File: src/wdc_pkg.sv
// Summary of operation
// - 32-bit hardware breakpoint: address mask bits 1:0 set
// - 16-bit hardware breakpoint: only address mask bit0 set
// - Data mask all ones, or zeros when data-dependent
// - Fetch breakpoint: fetch bit clear, other mask bits set
// - Software breakpoint: address mask ones, data mask zero
// - 16-bit pattern repeated in both data halves
// - Data watchpoint: watched address, address mask zero
// - Watchpoint mask: fetch, direction, size bits clear
// - User-mode and other control bits programmed alike
// - Program comparators only while core is halted
// - Save instruction, write pattern, later restore it
// - 38-bit scan access, effective on Update-DR entry
package wdc_pkg;
    // Link timing
    localparam int CLK_PERIOD_NS = 100;
    localparam int TCK_PERIOD_NS = 400;
    localparam int TCK_CYCLES = (TCK_PERIOD_NS + CLK_PERIOD_NS - 1) / CLK_PERIOD_NS;
    // Scan chain shape
    localparam int SCAN_LEN = 38;
    localparam int DATA_W = 32;
    localparam int ADDR_W = 5;
    localparam logic [5:0] RESET_WALK_LAST = 6'h05;
    localparam logic [5:0] SCAN_LEN_M1 = 6'h25;
    localparam logic [4:0] WP_FIRST_ADDR = 5'h08;
    // Register offsets (byte addresses)
    localparam logic [7:0] OFF_CMD = 8'h00;
    localparam logic [7:0] OFF_WDATA = 8'h04;
    localparam logic [7:0] OFF_RDATA = 8'h08;
    localparam logic [7:0] OFF_STATUS = 8'h0c;
    localparam logic [7:0] OFF_PRESET = 8'h10;
    localparam logic [7:0] OFF_SAVE = 8'h14;
    localparam logic [7:0] OFF_CFG = 8'h18;
    // Command fields
    localparam int CMD_GO = 0;
    localparam int CMD_IR = 1;
    localparam int CMD_RW = 2;
    localparam int CMD_ADDR_LO = 3;
    localparam int CMD_LEN_LO = 8;
    localparam int CMD_IDLE_LO = 14;
    localparam int CMD_W = 22;
    localparam logic [CMD_W-1:0] CMD_RESET = 22'h000000;
    // Status and config bits
    localparam int STS_BUSY = 0;
    localparam int STS_DONE = 1;
    localparam int STS_REFUSED = 2;
    localparam int STS_HALT = 3;
    localparam logic CFG_GUARD_RESET = 1'b1;
    // Watchpoint control bit layout and preset values
    localparam logic [31:0] CTL_FETCH = 32'h00000008;
    localparam logic [31:0] CTL_USER = 32'h00000010;
    localparam logic [31:0] CTL_ENABLE = 32'h00000100;
    localparam logic [31:0] PV_MASK_WORD = 32'h00000003;
    localparam logic [31:0] PV_MASK_HALF = 32'h00000001;
    localparam logic [31:0] PV_ONES = 32'hffffffff;
    localparam logic [31:0] PV_ZEROS = 32'h00000000;
    localparam logic [31:0] PV_FETCH_CMASK = 32'h000000f7;
    localparam logic [31:0] PV_WATCH_CMASK = 32'h000000f0;
    typedef enum logic [3:0] {
        PR_MASK_WORD = 4'h0, PR_MASK_HALF = 4'h1, PR_ONES = 4'h2, PR_ZEROS = 4'h3,
        PR_FETCH_CMASK = 4'h4, PR_FETCH_CVAL = 4'h5, PR_WATCH_CMASK = 4'h6,
        PR_DUP_HALF = 4'h7, PR_SAVE = 4'h8, PR_RESTORE = 4'h9, PR_USER = 4'ha,
        PR_WATCH_CVAL = 4'hb
    } wdc_preset_type;
    typedef enum logic [3:0] {
        ST_RESET = 4'h0, ST_IDLE = 4'h1, ST_SEL_DR = 4'h2, ST_SEL_IR = 4'h3,
        ST_CAPT = 4'h4, ST_ENTER = 4'h5, ST_SHIFT = 4'h6, ST_EXIT = 4'h7,
        ST_UPD = 4'h8, ST_RTI = 4'h9
    } wdc_state_type;
endpackage

File: src/wdc_scan_if.sv
`timescale 1ns/100ps
interface wdc_scan_if;
    logic start;
    logic ir_sel;
    logic [5:0] len_m1;
    logic [37:0] vec;
    logic [7:0] idle_tcks;
    logic busy;
    logic done;
    logic [37:0] result;
    modport ctl(output start, ir_sel, len_m1, vec, idle_tcks, input busy, done, result);
    modport eng(input start, ir_sel, len_m1, vec, idle_tcks, output busy, done, result);
endinterface

File: src/wdc_scan_engine.sv
`timescale 1ns/100ps
module wdc_scan_engine import wdc_pkg::*; #(
    parameter int TCK_PHASES = TCK_CYCLES
) (
    input wire logic i_core_clk,
    input wire logic i_rst,
    wdc_scan_if.eng sc,
    output logic o_tck,
    output logic o_tms,
    output logic o_tdi,
    input wire logic i_tdo
);
    localparam int PW = $clog2(TCK_PHASES);
    localparam logic [PW-1:0] PH_LAST = PW'(TCK_PHASES - 1);
    localparam logic [PW-1:0] PH_HALF = PW'(TCK_PHASES / 2);

    // The TDO sample point needs two sync cycles after the falling edge
    if (TCK_PHASES < 4 || (TCK_PHASES % 2) != 0) begin : g_bad_div
        $error("TCK_PHASES must be even and at least 4");
    end

    wdc_state_type state_reg, state_next;
    logic [PW-1:0] phase_reg, phase_next;
    logic [5:0] cnt_reg, cnt_next;
    logic [7:0] idle_reg;
    logic pend_reg, ir_reg, tdo_meta, tdo_sync, done_reg, tms_next;
    logic [5:0] len_reg;
    logic [37:0] vec_reg, res_reg;
    logic tick;

    assign tick = phase_reg == PH_LAST;
    assign phase_next = tick ? '0 : phase_reg + 1'b1;
    assign sc.busy = (state_reg != ST_IDLE) || pend_reg;
    assign sc.done = done_reg;
    assign sc.result = res_reg;

    // TDO from the far clock domain
    always_ff @(posedge i_core_clk or posedge i_rst) begin
        if (i_rst) begin
            tdo_meta <= 1'b0;
            tdo_sync <= 1'b0;
        end else begin
            tdo_meta <= i_tdo;
            tdo_sync <= tdo_meta;
        end
    end

    // TAP walk; state moves at most once per TCK period
    always_comb begin
        state_next = state_reg;
        case (state_reg)
            ST_RESET: state_next = (cnt_reg == RESET_WALK_LAST) ? ST_IDLE : ST_RESET;
            ST_IDLE: state_next = pend_reg ? ST_SEL_DR : ST_IDLE;
            ST_SEL_DR: state_next = ir_reg ? ST_SEL_IR : ST_CAPT;
            ST_SEL_IR: state_next = ST_CAPT;
            ST_CAPT: state_next = ST_ENTER;
            ST_ENTER: state_next = ST_SHIFT;
            ST_SHIFT: state_next = (cnt_reg == len_reg) ? ST_EXIT : ST_SHIFT;
            ST_EXIT: state_next = ST_UPD;
            ST_UPD: state_next = (idle_reg == 8'h00) ? ST_IDLE : ST_RTI;
            ST_RTI: state_next = (idle_reg == 8'h01) ? ST_IDLE : ST_RTI;
            default: state_next = ST_IDLE;
        endcase
        cnt_next = (state_next == state_reg) ? cnt_reg + 6'h01 : 6'h00;
        case (state_next)
            ST_RESET: tms_next = cnt_next != RESET_WALK_LAST;
            ST_SEL_DR, ST_SEL_IR, ST_EXIT: tms_next = 1'b1;
            ST_SHIFT: tms_next = cnt_next == len_reg; // Last bit leaves Shift
            default: tms_next = 1'b0;
        endcase
    end

    // Sequencer and pin registers
    always_ff @(posedge i_core_clk or posedge i_rst) begin
        if (i_rst) begin
            state_reg <= ST_RESET;
            phase_reg <= '0;
            cnt_reg <= 6'h00;
            o_tck <= 1'b0;
            o_tms <= 1'b1;
            o_tdi <= 1'b0;
            done_reg <= 1'b0;
        end else begin
            phase_reg <= phase_next;
            o_tck <= (state_reg != ST_IDLE) && (phase_next >= PH_HALF);
            done_reg <= tick && state_next == ST_IDLE
                && (state_reg == ST_UPD || state_reg == ST_RTI);
            if (tick) begin
                state_reg <= state_next;
                cnt_reg <= cnt_next;
                o_tms <= tms_next;
                o_tdi <= (state_next == ST_SHIFT) ? vec_reg[cnt_next] : 1'b0;
            end
        end
    end

    // Command capture; a start while busy is dropped
    always_ff @(posedge i_core_clk or posedge i_rst) begin
        if (i_rst) begin
            pend_reg <= 1'b0;
            ir_reg <= 1'b0;
            len_reg <= SCAN_LEN_M1;
            vec_reg <= '0;
            idle_reg <= 8'h00;
        end else if (sc.start && !sc.busy) begin
            pend_reg <= 1'b1;
            ir_reg <= sc.ir_sel;
            len_reg <= sc.len_m1;
            vec_reg <= sc.vec;
            idle_reg <= sc.idle_tcks;
        end else begin
            if (tick && state_reg == ST_IDLE) begin
                pend_reg <= 1'b0;
            end
            if (tick && state_reg == ST_RTI) begin
                idle_reg <= idle_reg - 8'h01;
            end
        end
    end

    // Captured bits, sampled just before TCK falls
    always_ff @(posedge i_core_clk or posedge i_rst) begin
        if (i_rst) begin
            res_reg <= '0;
        end else if (tick && state_reg == ST_SHIFT) begin
            res_reg[cnt_reg] <= tdo_sync;
        end
    end
endmodule

File: src/wdc_host_top.sv
`timescale 1ns/100ps
module wdc_host_top import wdc_pkg::*; #(
    parameter int TCK_PHASES = TCK_CYCLES
) (
    input wire logic i_core_clk,
    input wire logic i_rst,
    input wire logic i_wb_cyc,
    input wire logic i_wb_stb,
    input wire logic i_wb_we,
    input wire logic [7:0] i_wb_adr,
    input wire logic [3:0] i_wb_sel,
    input wire logic [31:0] i_wb_dat,
    output logic [31:0] o_wb_dat,
    output logic o_wb_ack,
    output logic o_tck,
    output logic o_tms,
    output logic o_tdi,
    input wire logic i_tdo,
    input wire logic i_halt_acknowledge
);
    wdc_scan_if sc();

    logic [CMD_W-1:0] cmd_reg;
    logic [31:0] wdata_reg, rdata_reg, save_reg, rd_mux;
    logic done_reg, refused_reg, guard_reg;
    logic halt_meta, halt_sync;
    logic req, wr_take, cmd_go, refuse, start_reg;
    logic [4:0] cmd_addr;
    logic [3:0] preset_code;

    wdc_scan_engine #(.TCK_PHASES(TCK_PHASES)) u_engine (
        .i_core_clk(i_core_clk),
        .i_rst(i_rst),
        .sc(sc),
        .o_tck(o_tck),
        .o_tms(o_tms),
        .o_tdi(o_tdi),
        .i_tdo(i_tdo)
    );

    // Halt acknowledge pin from the target
    always_ff @(posedge i_core_clk or posedge i_rst) begin
        if (i_rst) begin
            halt_meta <= 1'b0;
            halt_sync <= 1'b0;
        end else begin
            halt_meta <= i_halt_acknowledge;
            halt_sync <= halt_meta;
        end
    end

    // Classic slave: ack one cycle after the strobe, writes land on the ack edge
    assign req = i_wb_cyc && i_wb_stb;
    assign wr_take = req && o_wb_ack && i_wb_we;
    assign cmd_go = wr_take && i_wb_adr == OFF_CMD && i_wb_sel[0] && i_wb_dat[CMD_GO];
    assign cmd_addr = i_wb_dat[CMD_ADDR_LO +: ADDR_W];
    assign preset_code = i_wb_dat[3:0];

    // Comparator programming is refused while the core still runs
    assign refuse = cmd_go && guard_reg && !halt_sync && !i_wb_dat[CMD_IR]
        && i_wb_dat[CMD_RW] && cmd_addr >= WP_FIRST_ADDR
        && i_wb_dat[CMD_LEN_LO +: 6] == SCAN_LEN_M1;

    always_ff @(posedge i_core_clk or posedge i_rst) begin
        if (i_rst) begin
            o_wb_ack <= 1'b0;
            o_wb_dat <= 32'h00000000;
        end else begin
            o_wb_ack <= req && !o_wb_ack;
            if (req && !o_wb_ack) begin
                o_wb_dat <= rd_mux;
            end
        end
    end

    // Read decode; unmapped offsets read zero
    always_comb begin
        case (i_wb_adr)
            OFF_CMD: rd_mux = {10'h000, cmd_reg[CMD_W-1:1], 1'b0};
            OFF_WDATA: rd_mux = wdata_reg;
            OFF_RDATA: rd_mux = rdata_reg;
            OFF_STATUS: rd_mux = {28'h0000000, halt_sync, refused_reg, done_reg, sc.busy};
            OFF_SAVE: rd_mux = save_reg;
            OFF_CFG: rd_mux = {31'h00000000, guard_reg};
            default: rd_mux = 32'h00000000;
        endcase
    end

    // Command register; held while a scan runs so fields stay stable
    always_ff @(posedge i_core_clk or posedge i_rst) begin
        if (i_rst) begin
            cmd_reg <= CMD_RESET;
            start_reg <= 1'b0;
        end else begin
            start_reg <= cmd_go && !refuse && !sc.busy;
            if (wr_take && i_wb_adr == OFF_CMD && !sc.busy) begin
                cmd_reg <= i_wb_dat[CMD_W-1:0];
            end
        end
    end

    // Scan vector: data first out, address, then the read/write bit
    assign sc.start = start_reg;
    assign sc.ir_sel = cmd_reg[CMD_IR];
    assign sc.len_m1 = cmd_reg[CMD_LEN_LO +: 6];
    assign sc.idle_tcks = cmd_reg[CMD_IDLE_LO +: 8]; // Apply request in Run-Test/Idle
    assign sc.vec = cmd_reg[CMD_IR] ? {6'h00, wdata_reg}
        : {cmd_reg[CMD_RW], cmd_reg[CMD_ADDR_LO +: ADDR_W], wdata_reg};

    // Write data with recipe presets for comparator setup
    always_ff @(posedge i_core_clk or posedge i_rst) begin
        if (i_rst) begin
            wdata_reg <= 32'h00000000;
        end else if (wr_take && i_wb_adr == OFF_WDATA) begin
            for (int b = 0; b < 4; b++) begin
                if (i_wb_sel[b]) begin
                    wdata_reg[8*b +: 8] <= i_wb_dat[8*b +: 8];
                end
            end
        end else if (wr_take && i_wb_adr == OFF_PRESET && i_wb_sel[0]) begin
            case (preset_code)
                PR_MASK_WORD: wdata_reg <= PV_MASK_WORD;
                PR_MASK_HALF: wdata_reg <= PV_MASK_HALF;
                PR_ONES: wdata_reg <= PV_ONES; // Ignore data or address
                PR_ZEROS: wdata_reg <= PV_ZEROS; // Exact match masks
                PR_FETCH_CMASK: wdata_reg <= PV_FETCH_CMASK;
                PR_FETCH_CVAL: wdata_reg <= CTL_ENABLE; // Fetch bit left clear
                PR_WATCH_CMASK: wdata_reg <= PV_WATCH_CMASK;
                PR_DUP_HALF: wdata_reg <= {wdata_reg[15:0], wdata_reg[15:0]};
                PR_RESTORE: wdata_reg <= save_reg; // Put the saved opcode back
                PR_USER: wdata_reg <= wdata_reg | CTL_USER;
                PR_WATCH_CVAL: wdata_reg <= CTL_ENABLE | CTL_FETCH
                    | {29'h00000000, wdata_reg[2:0]}; // Keep direction and size
                default: wdata_reg <= wdata_reg;
            endcase
        end
    end

    // Saved instruction for software breakpoints
    always_ff @(posedge i_core_clk or posedge i_rst) begin
        if (i_rst) begin
            save_reg <= 32'h00000000;
        end else if (wr_take && i_wb_adr == OFF_PRESET && i_wb_sel[0]
            && preset_code == PR_SAVE) begin
            save_reg <= rdata_reg;
        end else if (wr_take && i_wb_adr == OFF_SAVE) begin
            save_reg <= i_wb_dat;
        end
    end

    // Read-back data of the last scan
    always_ff @(posedge i_core_clk or posedge i_rst) begin
        if (i_rst) begin
            rdata_reg <= 32'h00000000;
        end else if (sc.done) begin
            rdata_reg <= sc.result[DATA_W-1:0];
        end
    end

    // Sticky flags; a set in the clearing cycle wins
    always_ff @(posedge i_core_clk or posedge i_rst) begin
        if (i_rst) begin
            done_reg <= 1'b0;
            refused_reg <= 1'b0;
        end else begin
            if (sc.done) begin
                done_reg <= 1'b1;
            end else if (wr_take && i_wb_adr == OFF_STATUS && i_wb_dat[STS_DONE]) begin
                done_reg <= 1'b0;
            end
            if (refuse) begin
                refused_reg <= 1'b1;
            end else if (wr_take && i_wb_adr == OFF_STATUS && i_wb_dat[STS_REFUSED]) begin
                refused_reg <= 1'b0;
            end
        end
    end

    // Guard enable; off when debug clocks share one source
    always_ff @(posedge i_core_clk or posedge i_rst) begin
        if (i_rst) begin
            guard_reg <= CFG_GUARD_RESET;
        end else if (wr_take && i_wb_adr == OFF_CFG && i_wb_sel[0]) begin
            guard_reg <= i_wb_dat[0];
        end
    end
endmodule

File: config.mk
export PLATFORM = sky130hd
export DESIGN_NAME = wdc_host_top
export DESIGN_NICKNAME = d
export VERILOG_FILES = /design/src/wdc_pkg.sv /design/src/wdc_scan_if.sv /design/src/wdc_scan_engine.sv /design/src/wdc_host_top.sv
export SDC_FILE = /design/constraint.sdc
export NUM_CORES = 1
export LEC_CHECK = 0
export BUFFER_PORTS_ARGS = -buffer_cell sky130_fd_sc_hd__buf_2
export CORE_ASPECT_RATIO = 0.75
export CORE_MARGIN = 1.5
export CORE_UTILIZATION = 55
export DETAILED_ROUTE_END_ITERATION = 10
export GPL_TIMING_DRIVEN = 1
export HOLD_SLACK_MARGIN = 0.06
export PLACE_DENSITY = 0.79
export SLEW_MARGIN = 10
export SYNTH_ARGS = -nofsm -noshare
export SYNTH_HDL_FRONTEND = slang
export SYNTH_SLANG_ARGS = --single-unit
File: constraint.sdc
create_clock -name i_core_clk -period 20.5 [get_ports i_core_clk]
set_input_delay 3.075 -clock i_core_clk [delete_from_list [all_inputs] [get_ports i_core_clk]]
set_output_delay 3.075 -clock i_core_clk [all_outputs]
set_load 0.02 [all_outputs]
# [Word level (Yosys, flattened, before mapping)]
# Cells that the tools add are included.
[totals] ff_bits=267 inputBits=51 elab_cells=185 out_inout_bits=36
[classes] n_eq_ne=47 n_lt_le_gt_ge=5 n_reduce_logical=63 n_mux=35 add_sub_neg=3
[op_table] op="case mux 32 bit (11 select lines)" count=1
[op_table] op="case mux 32 bit (6 select lines)" count=1
[op_table] op="2-to-1 mux 32 bit" count=4
[op_table] op="2-to-1 mux 8 bit" count=6
[op_table] op="equality test 4 x 3 -> 1 bit (second input constant)" count=10
[op_table] op="case mux 4 bit (10 select lines)" count=1
[op_table] op="bitwise mux 38 bit" count=1
[op_table] op="2-to-1 mux 38 bit" count=1
[op_table] op="logical AND 1 bit" count=34
[op_table] op="equality test 4 x 2 -> 1 bit (second input constant)" count=6
[op_table] op="equality test 4 bit (second input constant)" count=6
[op_table] op="equality test 8 x 5 -> 1 bit (second input constant)" count=3
[op_table] op="nonzero test 11 bit" count=2
[op_table] op="equality test 8 x 4 -> 1 bit (second input constant)" count=2
[op_table] op="logical NOT 8 bit" count=2
[op_table] op="less-than comparator 6 x 7 -> 1 bit (second input constant)" count=2
[op_table] op="inequality test 2 bit (second input constant)" count=7
[op_table] op="equality test 4 x 1 -> 1 bit (second input constant)" count=3
[op_table] op="equality test 6 bit" count=2
[op_table] op="logical NOT 4 bit" count=3
[op_table] op="AND reduction 4 bit" count=3
[op_table] op="nonzero test 2 bit" count=6
[op_table] op="2-to-1 mux 1 bit" count=11
[op_table] op="AND reduction 5 bit" count=2
[op_table] op="other kinds (27)" count=34

# [Logic depth before layout (Yosys ltp)]
# Gate-level depths: netlist (run 1).
[depth] ltp_word=15 ltp_mapped=11 depth_no_buf=9

# [Cells and area by module]
# A second synthesis (run 1) with hierarchy kept.
[hier_totals] hier_cells=1410 hier_area_um2=13575.5
[by_module_without_submodules] mod="wdc_host_top" n_inst=1 area_per_inst_um2=7976.4 cells_per_inst=805
[by_module_without_submodules] mod="wdc_scan_engine" n_inst=1 area_per_inst_um2=5599.1 cells_per_inst=605

# [Worst setup path after synthesis (run 1)]
# Ideal clock, no wire load.
[synth_timing] kind="input -> register" start="in i_wb_adr[1]" end="reg save_reg[0]" path_stages=7 path_slack_ns=15.612 arrival_time_ns=4.767 setup_ns=0.121 required_time_ns=20.379 cell_sequence="or3_1 or4_1 nor3_2 nor2_1 clkbuf_1 nand2_1 nand2_1"
[synth_between] elab_chain_cells=5 elab_cells_between_ends=8
[synth_rtl] element="from (decl)" line_no="wdc_host_top.sv:10" text="input wire logic [7:0] i_wb_adr,"
[synth_rtl] element="equality test 8 x 5 -> 1 bit" line_no="wdc_host_top.sv:143" text="end else if (wr_take && i_wb_adr == OFF_PRESET && i_wb_sel[0]"
[synth_rtl] element="logical AND 1 bit (2 in series)" line_no="wdc_host_top.sv:143"
[synth_rtl] element="logical AND 1 bit" line_no="wdc_host_top.sv:144" text="&& preset_code == PR_SAVE) begin"
[synth_rtl] element="2-to-1 mux 32 bit or nonzero test 2 bit (tied branches)"
[synth_rtl] element="to (signal assigned)" line_no="wdc_host_top.sv:145" text="save_reg <= rdata_reg;"
[synth_rtl] element="to (signal assigned)" line_no="wdc_host_top.sv:147" text="save_reg <= i_wb_dat;"
[synth_rtl] element="to (decl)" line_no="wdc_host_top.sv:24" text="logic [31:0] wdata_reg, rdata_reg, save_reg, rd_mux;"
# Several ways; a longest one is shown, not always the timed one.
# A chain may end at the register's enable or synchronous reset.

# [Worst setup path in the final report (run 1)]
[layout_timing] start="in i_wb_adr[5]" end="reg wdata_reg[15]"
[layout_between] elab_chain_cells=5 elab_cells_between_ends=12
[layout_rtl] element="parallel branches: the longest is 5 deep, another holds nonzero test 10 bit"
[layout_rtl] element="to (signal, indexed assignment)" line_no="wdc_host_top.sv:117" text="wdata_reg[8*b +: 8] <= i_wb_dat[8*b +: 8];"
[layout_rtl] element="to (signal assigned)" line_no="wdc_host_top.sv:129" text="PR_DUP_HALF: wdata_reg <= {wdata_reg[15:0], wdata_reg[15:0]};"
[layout_rtl] element="to (signal assigned)" line_no="wdc_host_top.sv:130" text="PR_RESTORE: wdata_reg <= save_reg;"
[layout_rtl] element="to (decl)" line_no="wdc_host_top.sv:24"
# Several ways; the timed one is not identified.

==> summary.md, run 1 <==
| Metric | Value |
|---|---|
| Status | `complete, no violations` |
| Startpoint Class | `input port` |
| Starting Density | `55.8%` |
| Clock Skew | `0.0211 ns` |
| Number of global-route vias before repair | `10,100` |
| Asr flop ratio synth | `100%` |
| CP Cell Sequence | `buf_2 > nor4_2 > and4_1 > buf_4 > and2_1 > buf_4 > nor3b_1 > nor2_1 > nand2_1 > nand2_1 > o21ai_0` |
| Root Driver | `clkbuf_16` |
| FILL cells | `1,860` |
| Synthesized net count | `1,389` |
| FP Rows | `48` |
| Die ar. | `24,200 um2` |
| Slew Limit Fails | `0` |
| Crit. Startpoint | `i_wb_adr[5]` |
| Syn-to-layout area delta | `11.5%` |
| # Post-CTS Setup Buffers | `0` |
| Final Non-Filler Cells | `1,692` |
| Final setup fails | `0` |
| Port bufs | `86` |
| First-pass GRT wire length | `58.9 mm` |
| Vias | `11,000` |
| R2r startpoint | `u_engine.state_reg[2]$_DFFE_PP0P_` |
| Fmax | `178 MHz` |
| Multi-input gate area | `5800 um2` |
| Crit path capture type | `flip-flop` |
| Final Hold Vio Count | `0` |
| Buf/Inv on CP | `3` |
| # Max-Cap Violations | `0` |
| Setup TNS | `0 ns` |
| Clk_lat worst skew | `0.55 ns` |
| Worst reg2reg endpoint | `u_engine.idle_reg[1]$_DFFE_PP0P_` |
| Grt ovf | `0` |
| Crit path max fanout | `34` |
| RSZ-0062 raised after global routing | `no` |
| Residual DRC count | `0` |
| Worst endpoint required time | `20.90 ns` |
| CTS sink cnt | `260` |
| Sequential area share after synthesis | `50.9%` |
| Hold path start | `halt_meta$_DFF_PP0_` |
| Cell variety after synth | `78` |
| Register bit total from synthesis | `260` |
| Synth Instances | `1,334` |
| Clk buf depth | `3` |
| Ys Warns | `0` |
| H-tree depth | `1` |
| Largest net degree at the start of global routing | `118` |
| Cts hold-fix bufs | `0` |
| Cells after DPL | `1,644` |
| Post-CTS sizing | `0` |
| Synth Area per Inst | `9.59 um2` |
| Total CTS buffers | `26` |
| Hold Crit Depth | `0` |
| Post-synth top flop | `dfrtp_1` |
| Crit share post-route | `27.3%` |
| DRT antenna net count | `0` |
| Pre-Repair DR Iteration Count | `7` |
| Die Ht | `135 um` |
| First DRT Iteration DRCs | `1,730` |
| Initial antenna violation count | `2` |
| HP Class | `reg2reg` |
| Reg2reg setup slack | `17.54 ns` |
| Worst Hold Slack | `0.339 ns` |
| Netlist Area Pre-Place | `12,800 um2` |
| Power, Total | `0.00107 W` |
| Diodes inserted | `0` |
| Max FFs per register | `38` |
| R2R depth | `7` |
| Final min period | `5.60 ns` |
| Layout cells sized above 1 | `19.4%` |
| CTS tree | `built` |
| GP Congestion | `0.945` |
| Crit-path leading delay family | `simple AND/OR/NAND/NOR gates` |
| Via density | `6.50` |
| Worst Max-Slew Pin Slew | `1.31 ns` |
| Dpl hpwl | `26.1 mm` |
| Drt total wl | `38.4 mm` |
| Clock-pin slew on the worst setup and hold paths | `0.07 ns` |
| Critical-path top delay cell | `and2_1` |
| Std-Cell Core Area | `22,900 um2` |
| Slew HR | `11.8%` |
| DIE WIDTH | `179 um` |
| WL/cell | `22.7 um` |
| CP peak stage delay | `0.60 ns` |
| Static Leak | `6.79 nW` |
| IR drop worst, VDD | `72.0 uV` |
| Power per cell area | `75.0 nW/um2` |
| CP Class | `in2reg` |
| Hold path endpoint | `halt_sync$_DFF_PP0_` |
| Number of I/O pins | `87` |
| # nets final | `1,427` |
| Flip-flop and latch area | `6510 um2` |
| Post-synth EDFFs | `0` |
| GRT Overall Usage | `32.1%` |
| Worst Path Arrival | `6.00 ns` |
-- final cells by class --
cell class	count	area share, %
clock buffers	35	5.30
clock inverters	13	1.20
inverters	15	0.448
multi-input cells	963	40.7
flip-flops and latches	260	45.7
well taps	300	2.63
repair buffers	106	4.07
-- cell usage after synthesis, types with 6 or more instances --
master	number	area share [%]
a31oi_1	7	0.34
inv_1	15	0.44
o211ai_1	6	0.35
nand3_1	23	0.90
xor2_1	7	0.48
and2_1	9	0.44
mux2i_1	6	0.47
dfrtp_1	255	50
a222oi_1	32	2.5
nor3_1	24	0.94
a22oi_1	52	3.1
xnor2_1	6	0.41
a21o_1	8	0.47
mux2_2	88	7.7
a21oi_1	77	3.0
nand2_1	324	9.5
o21ai_0	84	3.3
a21boi_0	19	1.1
clkbuf_1	70	2.1
buf_1	7	0.21
nand3b_1	8	0.47
buf_2	9	0.35
nor2_1	81	2.4
nor2b_1	7	0.34
nand2b_1	8	0.39
-- routing by layer --
| layer | share of wire [%] | wire length (um) | GRT usage [%] |
|---|---|---|---|
| met3 | 14 | 5410 | 9.91 |
| met4 | 3.2 | 1240 | 9.73 |
| met5 | 0.057 | 22 | 0 |
| met1 | 41 | 15700 | 47.3 |
| met2 | 42 | 16000 | 45.5 |
-- logic make-up (layout without fill, tap and decap cells) --
family          count (synthesis)  count (layout)  share of synthesized area, %
buf+inv                       111             169                          3.93
fa+ha+maj                       4               4                         0.391
compound gates                325             325                          16.9
simple gates                  522             522                          17.9
flops                         260             260                          50.9
xor+xnor                       13              13                         0.890
mux                            99              99                          9.10
-- report_power, final --
part | internal [W] | total (W) | switching [W]
clock | 0.000309 | 0.000515 | 0.000207
sequential | 0.000514 | 0.000516 | 0.00000223
combinational | 0.00000863 | 0.0000372 | 0.0000285
total | 0.000832 | 0.00107 | 0.000237
-- worst max path at each step --
stage	slack, ns	end	depth (start not counted)
after global routing	14.66	wdata_reg[15]$_DFFE_PP0P_	11
after floorplan	10.28	cmd_reg[10]$_DFFE_PP0P_	1
after global placement	14.50	wdata_reg[0]$_DFFE_PP0P_	10
after detailed placement	14.42	wdata_reg[0]$_DFFE_PP0P_	10
after CTS	14.97	wdata_reg[15]$_DFFE_PP0P_	11
final	14.90	wdata_reg[15]$_DFFE_PP0P_	11
-- cells in the final DEF, fill, tap and decap left out, types with 6 or more instances in the layout --
cell type / count
xor2_1: 7
nand3b_1: 8
clkinv_2: 7
nor2b_1: 7
clkbuf_16: 27
a21oi_1: 77
nand3_1: 23
buf_2: 86
dfrtp_1: 255
mux2_2: 88
inv_1: 14
nand2_1: 324
nor2_1: 79
a31oi_1: 7
nand2b_1: 8
buf_4: 20
a21o_1: 8
and2_1: 8
o21ai_0: 84
a21boi_0: 19
nor3_1: 22
a22oi_1: 52
o211ai_1: 6
xnor2_1: 6
a222oi_1: 32
mux2i_1: 6
-- through the flow --
step | instance area [um2] | util, % | setup WS (ns)
final | 14300 | 62.2 | 14.90
after global routing | 14300 | 62.2 | 14.66
after CTS | 14300 | 62.2 | 14.97
after detailed placement | 13300 | 58.1 | 14.42
after global placement | 13300 | 58.1 | 14.50
after floorplan | 12800 | - | 10.28
(Power assumes the default switching activity.)
==> run 2: changes to the inputs <==
- PLACE_DENSITY: 0.79 -> 0.81
- clock period: 20.5 -> 4.5 ns (I/O delays scaled with it)
==> summary.md, run 2 (same netlist as run 1, synthesis figures left out) <==
| Metric | Value |
|---|---|
| Status | `complete, no violations (unchanged)` |
| Grt ovf | `0 (unchanged)` |
| Clk_lat worst skew | `0.54 ns (was 0.55 ns)` |
| HP Class | `in2reg (was reg2reg)` |
| Residual DRC count | `0 (unchanged)` |
| Worst Max-Slew Pin Slew | `1.00 ns (was 1.31 ns)` |
| Post-CTS sizing | `0 (unchanged)` |
| Crit path capture type | `flip-flop (unchanged)` |
| DIE WIDTH | `179 um (unchanged)` |
| M1 GR Usage | `46.3% (was 47.3%)` |
| CP Class | `reg2reg (was in2reg)` |
| Syn-to-layout area delta | `11.0% (was 11.5%)` |
| IR drop worst, VDD | `255 uV (was 72.0 uV)` |
| Crit. Startpoint | `u_engine.cnt_reg[0]$_DFFE_PP0P_ (was i_wb_adr[5])` |
| Post-Place Setup Slack | `1.27 ns (was 14.42 ns)` |
| CTS sink cnt | `260 (unchanged)` |
| Root Driver | `clkbuf_16 (unchanged)` |
| GP Congestion | `1.01 (was 0.945)` |
| Reg2reg setup slack | `1.33 ns (was 17.54 ns)` |
| Number of global-route vias before repair | `10,400 (was 10,100)` |
| First-pass GRT wire length | `60.2 mm (was 58.9 mm)` |
| Number of I/O pins | `87 (unchanged)` |
| First DRT Iteration DRCs | `1,757 (was 1,730)` |
| Worst Path Arrival | `3.59 ns (was 6.00 ns)` |
| Vias | `11,100 (was 11,000)` |
| H-tree depth | `1 (unchanged)` |
| RSZ-0062 raised after global routing | `no (unchanged)` |
| Crit share post-route | `70.5%` |
| Clock Skew | `0.0169 ns (was 0.0211 ns)` |
| Worst endpoint required time | `4.91 ns (was 20.90 ns)` |
| Startpoint Class | `flip-flop (was input port)` |
| Worst Hold Slack | `0.255 ns (was 0.339 ns)` |
| Total CTS buffers | `26 (unchanged)` |
| Setup ws final | `1.33 ns (was 14.90 ns)` |
| DRT antenna net count | `0 (unchanged)` |
| Max FFs per register | `38 (unchanged)` |
| CTS tree | `built (unchanged)` |
| Slew HR | `32.7% (was 11.8%)` |
| Power per cell area | `326 nW/um2 (was 75.0 nW/um2)` |
| Starting Density | `55.8% (unchanged)` |
| Setup TNS | `0 ns (unchanged)` |
| # nets final | `1,429 (was 1,427)` |
| Fmax | `315 MHz` |
| WL/cell | `23.3 um (was 22.7 um)` |
| R2R depth | `9 (was 7)` |
| Met2 Use GR | `46.6% (was 45.5%)` |
| Static Leak | `6.75 nW (was 6.79 nW)` |
| Die Ht | `135 um (unchanged)` |
| Port bufs | `86 (unchanged)` |
| Critical Path End | `u_engine.o_tdi$_DFFE_PP0P_ (was wdata_reg[15]$_DFFE_PP0P_)` |
| Hold path start | `i_halt_acknowledge (was halt_meta$_DFF_PP0_)` |
| Clock-pin slew on the worst setup and hold paths | `0.06 ns (was 0.07 ns)` |
| Drt total wl | `39.5 mm (was 38.4 mm)` |
| Cts hold-fix bufs | `0 (unchanged)` |
| Dpl hpwl | `26.5 mm (was 26.1 mm)` |
| R2r startpoint | `u_engine.cnt_reg[0]$_DFFE_PP0P_ (was u_engine.state_reg[2]$_DFFE_PP0P_)` |
| Most frequent cells in the layout | `324 x nand2_1, 254 x dfrtp_1, 88 x mux2_2 (was 324 x nand2_1, 255 x dfrtp_1, 88 x mux2_2)` |
| Via density | `6.56 (was 6.50)` |
| Worst reg2reg endpoint | `u_engine.o_tdi$_DFFE_PP0P_ (was u_engine.idle_reg[1]$_DFFE_PP0P_)` |
| GRT busiest layer | `met2 (was met1)` |
| Grt met3 use | `11.7% (was 9.91%)` |
| Pre-Repair DR Iteration Count | `8 (was 7)` |
| Die ar. | `24,200 um2 (unchanged)` |
| Initial antenna violation count | `2 (unchanged)` |
| # Max-Cap Violations | `0 (unchanged)` |
| Most common cell after layout, fill and taps aside | `nand2_1 (unchanged)` |
| Largest net degree at the start of global routing | `132 (was 118)` |
| Clk buf depth | `3 (unchanged)` |
| FP Rows | `48 (unchanged)` |
| Final Hold Vio Count | `0 (unchanged)` |
| GRT Overall Usage | `32.8% (was 32.1%)` |
| Final min period | `3.17 ns` |
| Slew Limit Fails | `0 (unchanged)` |
| Std-Cell Core Area | `22,900 um2 (unchanged)` |
| Layout cells sized above 1 | `19.2% (was 19.4%)` |
| Crit path max fanout | `17 (was 34)` |
| # Post-CTS Setup Buffers | `0 (unchanged)` |
| Final setup fails | `0 (unchanged)` |
[run 2: how the worst min path moves through the flow]
| stage | cells past startpoint | slack [ns] | to |
|---|---|---|---|
| after global placement | 0 | 0.33 | halt_sync$_DFF_PP0_ |
| after floorplan | 0 | 0.33 | halt_sync$_DFF_PP0_ |
| after CTS | 1 | 0.25 | halt_meta$_DFF_PP0_ |
| after global routing | 1 | 0.24 | u_engine.tdo_meta$_DFF_PP0_ |
| after detailed placement | 0 | 0.34 | halt_sync$_DFF_PP0_ |
| final | 1 | 0.25 | halt_meta$_DFF_PP0_ |
[run 2: routing by layer]
| metal | routed length (um) | up-vias |
|---|---|---|
| met3 | 5510 | 108 |
| met4 | 1480 | 2 |
| met2 | 16600 | 771 |
| met1 | 15800 | 5439 |
| met5 | 13 | - |
| li1 | - | 4804 |
[run 2: cell type report]
type | instances | area [um2]
inverters | 15 | 60.1
diodes | 2 | 5.00
fillers | 1852 | 8750
flip-flops and latches | 260 | 6510
multi-input cells | 963 | 5810
clock buffers | 41 | 778
clock inverters | 7 | 37.5
repair buffers | 108 | 621
well taps | 300 | 375
[run 2: metrics by stage]
step | area [um2] | instances | power [W] | utilization [%]
after floorplan | 12800 | 1334 | 0.00249 | -
after global placement | 13400 | 1646 | 0.00256 | 58.3
after detailed placement | 13400 | 1646 | 0.00257 | 58.3
after CTS | 14200 | 1694 | 0.00464 | 61.9
after global routing | 14200 | 1694 | 0.00477 | 61.9
final | 14200 | 1696 | 0.00463 | 61.9
[run 2: report_power, final]
group          internal, W  switching [W]
clock              0.00118       0.000920
combinational    0.0000415       0.000131
sequential         0.00234      0.0000116
[run 2: critical path: stages (launching register included)]
cell,delay [ns]
dfrtp_1,0.63
ha_1,0.78
mux4_2,0.60
and2_1,0.17
a211oi_1,0.21
nor2_1,0.08
nand2_1,0.08
o21ai_0,0.07
a21o_1,0.17
o31a_1,0.23
==> run 3: changes to the inputs <==
- PLACE_DENSITY: 0.81 -> 0.79
- clock period: 4.5 -> 3.2 ns (I/O delays scaled with it)
==> summary.md, run 3 (same netlist as run 1, synthesis figures left out) <==
| Metric | Value |
|---|---|
| H-tree depth | `1 (unchanged)` |
| Dpl hpwl | `26.9 mm (was 26.5 mm)` |
| GRT Overall Usage | `32.8% (about the same)` |
| Final min period | `2.77 ns (was 3.17 ns)` |
| Starting Density | `55.8% (unchanged)` |
| Pre-Repair DR Iteration Count | `8 (unchanged)` |
| Sequential share of power | `49.2% (was 50.8%)` |
| IR drop worst, VDD | `384 uV (was 255 uV)` |
| P_int | `0.00526 W (was 0.00357 W)` |
| Die ar. | `24,200 um2 (unchanged)` |
| Worst Max-Slew Pin Slew | `1.18 ns (was 1.00 ns)` |
| Switch Pwr | `0.00147 W (was 0.00106 W)` |
| Initial antenna violation count | `0 (was 2)` |
| # Max-Cap Violations | `0 (unchanged)` |
| Final Hold Vio Count | `0 (unchanged)` |
| Worst Path Arrival | `3.19 ns (was 3.59 ns)` |
| Total CTS buffers | `26 (unchanged)` |
| Most frequent cells in the layout | `324 x nand2_1, 255 x dfrtp_1, 88 x mux2_2 (was 324 x nand2_1, 254 x dfrtp_1, 88 x mux2_2)` |
| Multi-input gate area | `5800 um2 (was 5810 um2)` |
| Residual DRC count | `0 (unchanged)` |
| Util after Layout | `62.9% (was 61.9%)` |
| Clk_lat worst skew | `0.53 ns (was 0.54 ns)` |
| Root Driver | `clkbuf_16 (unchanged)` |
| Slew Limit Fails | `0 (unchanged)` |
| # Post-CTS Setup Buffers | `0 (unchanged)` |
| FP Rows | `48 (unchanged)` |
| Largest net degree at the start of global routing | `173 (was 132)` |
| Vias | `11,200 (was 11,100)` |
| First DRT Iteration DRCs | `1,912 (was 1,757)` |
| Final setup fails | `0 (unchanged)` |
| Status | `complete, no violations (unchanged)` |
| Switching part of the total | `21.8% (was 23.0%)` |
| Drt total wl | `39.5 mm (about the same)` |
| Number of I/O pins | `87 (unchanged)` |
| Layout cells sized above 1 | `20.2% (was 19.2%)` |
| Port bufs | `86 (unchanged)` |
| Most common cell after layout, fill and taps aside | `nand2_1 (unchanged)` |
| Die Ht | `135 um (unchanged)` |
| Static Leak | `6.89 nW (was 6.75 nW)` |
| CTS tree | `built (unchanged)` |
| Slew HR | `21.2% (was 32.7%)` |
| FILL cells | `1,828 (was 1,852)` |
| Std-Cell Core Area | `22,900 um2 (unchanged)` |
| Clock Skew | `0.00756 ns (was 0.0169 ns)` |
| RSZ-0062 raised after global routing | `no (unchanged)` |
| Startpoint Class | `flip-flop (unchanged)` |
| Via density | `6.52 (was 6.56)` |
| CP Class | `reg2reg (unchanged)` |
| DRT antenna net count | `0 (unchanged)` |
| Number of global-route vias before repair | `10,400 (about the same)` |
| Power per cell area | `466 nW/um2 (was 326 nW/um2)` |
| Clock network fraction of total power | `47.0% (was 45.4%)` |
| Fmax | `360 MHz (was 315 MHz)` |
| DIE WIDTH | `179 um (unchanged)` |
| Combinational group share of total power | `3.8% (was 3.7%)` |
| Clock-pin slew on the worst setup and hold paths | `0.06 ns (about the same)` |
| WL/cell | `23.1 um (was 23.3 um)` |
| Flip-flop and latch area | `6510 um2 (about the same)` |
| Crit path capture type | `flip-flop (unchanged)` |
| CTS sink cnt | `260 (unchanged)` |
| Worst Hold Slack | `0.0906 ns (was 0.255 ns)` |
| Syn-to-layout area delta | `12.8% (was 11.0%)` |
| GP Congestion | `0.954 (was 1.01)` |
| Clk buf depth | `3 (unchanged)` |
| Worst endpoint required time | `3.61 ns (was 4.91 ns)` |
| # nets final | `1,448 (was 1,429)` |
| Max FFs per register | `38 (unchanged)` |
| Grt ovf | `0 (unchanged)` |
| Crit share post-route | `86.7% (was 70.5%)` |
| First-pass GRT wire length | `60.3 mm (was 60.2 mm)` |
| Crit path max fanout | `17 (unchanged)` |
| HP Class | `in2async (was in2reg)` |
==> run 3: cell types whose count changed in the layout (fill, tap and decap cells not counted), moves of 2 or more <==
cell / previous run / this run
buf_12: 2 / 4
buf_4: 20 / 35
bufinv_16: 0 / 2
clkbuf_1: 9 / 4
clkbuf_8: 5 / 9
clkinv_2: 6 / 3
dlygate4sd3_1: 0 / 2
==> run 3: layout make-up <==
class	count	share of cell area (%)
Sequential cell	260	45.1
Multi-Input combinational cell	963	40.2
Clock buffer	40	5.64
Timing Repair Buffer	127	5.50
Tap cell	300	2.60
Clock inverter	5	0.520
Inverter	15	0.416
Antenna cell	2	0.0347
==> run 3: metal layers <==
layer,share of wire (%),GRT usage (%),up-vias
met4,3.3,9.64,0
li1,-,-,4849
met1,42,49.5,5454
met2,42,47.1,753
met3,13,7.69,103
met5,0,0,-
==> run 3: worst paths after layout <==
path                                                   start                                to  slack [ns]  depth (start not counted)
hold / removal                                         i_rst   u_engine.cnt_reg[4]$_DFFE_PP0P_        0.09                          3
hold reg to reg                  u_engine.tdo_meta$_DFF_PP0_       u_engine.tdo_sync$_DFF_PP0_        0.36                          0
min in group i_core_clk                         i_wb_dat[27]          save_reg[27]$_DFFE_PP0P_        0.22                          3
max in group asynchronous                              i_rst  u_engine.idle_reg[5]$_DFFE_PP0P_        2.12                          3
setup reg to reg           u_engine.state_reg[3]$_DFFE_PP0P_        u_engine.o_tdi$_DFFE_PP0P_        0.43                          8
setup / recovery           u_engine.state_reg[3]$_DFFE_PP0P_        u_engine.o_tdi$_DFFE_PP0P_        0.43                          8
==> run 3: critical path, stage by stage, from the launching register on <==
cell,delay [ns]
dfrtp_1,0.55
and4bb_4,0.46
nand4_1,0.12
a311oi_2,0.30
nand3_2,0.18
nand2_1,0.46
o21ai_0,0.18
a21o_1,0.17
o31a_1,0.24
==> run 3: timing repair <==
item / in CTS / in global routing
endpoints found under the hold margin: 2 / 0
resized for setup: 0 / 0
hold buffers: 2 / 0
==> run 3: power by group through the flow <==
stage / logic (W) / registers [W] / clock network [W]
final: 0.000255 / 0.00331 / 0.00316
after global routing: 0.000279 / 0.00331 / 0.00331
after CTS: 0.000252 / 0.00331 / 0.00319
after detailed placement: 0.000249 / 0.00337 / 0
after global placement: 0.000246 / 0.00337 / 0
after floorplan: 0.000138 / 0.00336 / 0
==> run 3: through the flow <==
step                      power, W  cell area [um2]  setup TNS, ns  instances  worst slack [ns]
after floorplan            0.00350            12800        -179.39       1334            -0.703
after global placement     0.00361            13500              0       1663             0.512
after detailed placement   0.00362            13500              0       1663             0.489
after CTS                  0.00675            14400              0       1710             0.476
after global routing       0.00689            14400              0       1710             0.238
final                      0.00672            14400              0       1712             0.425
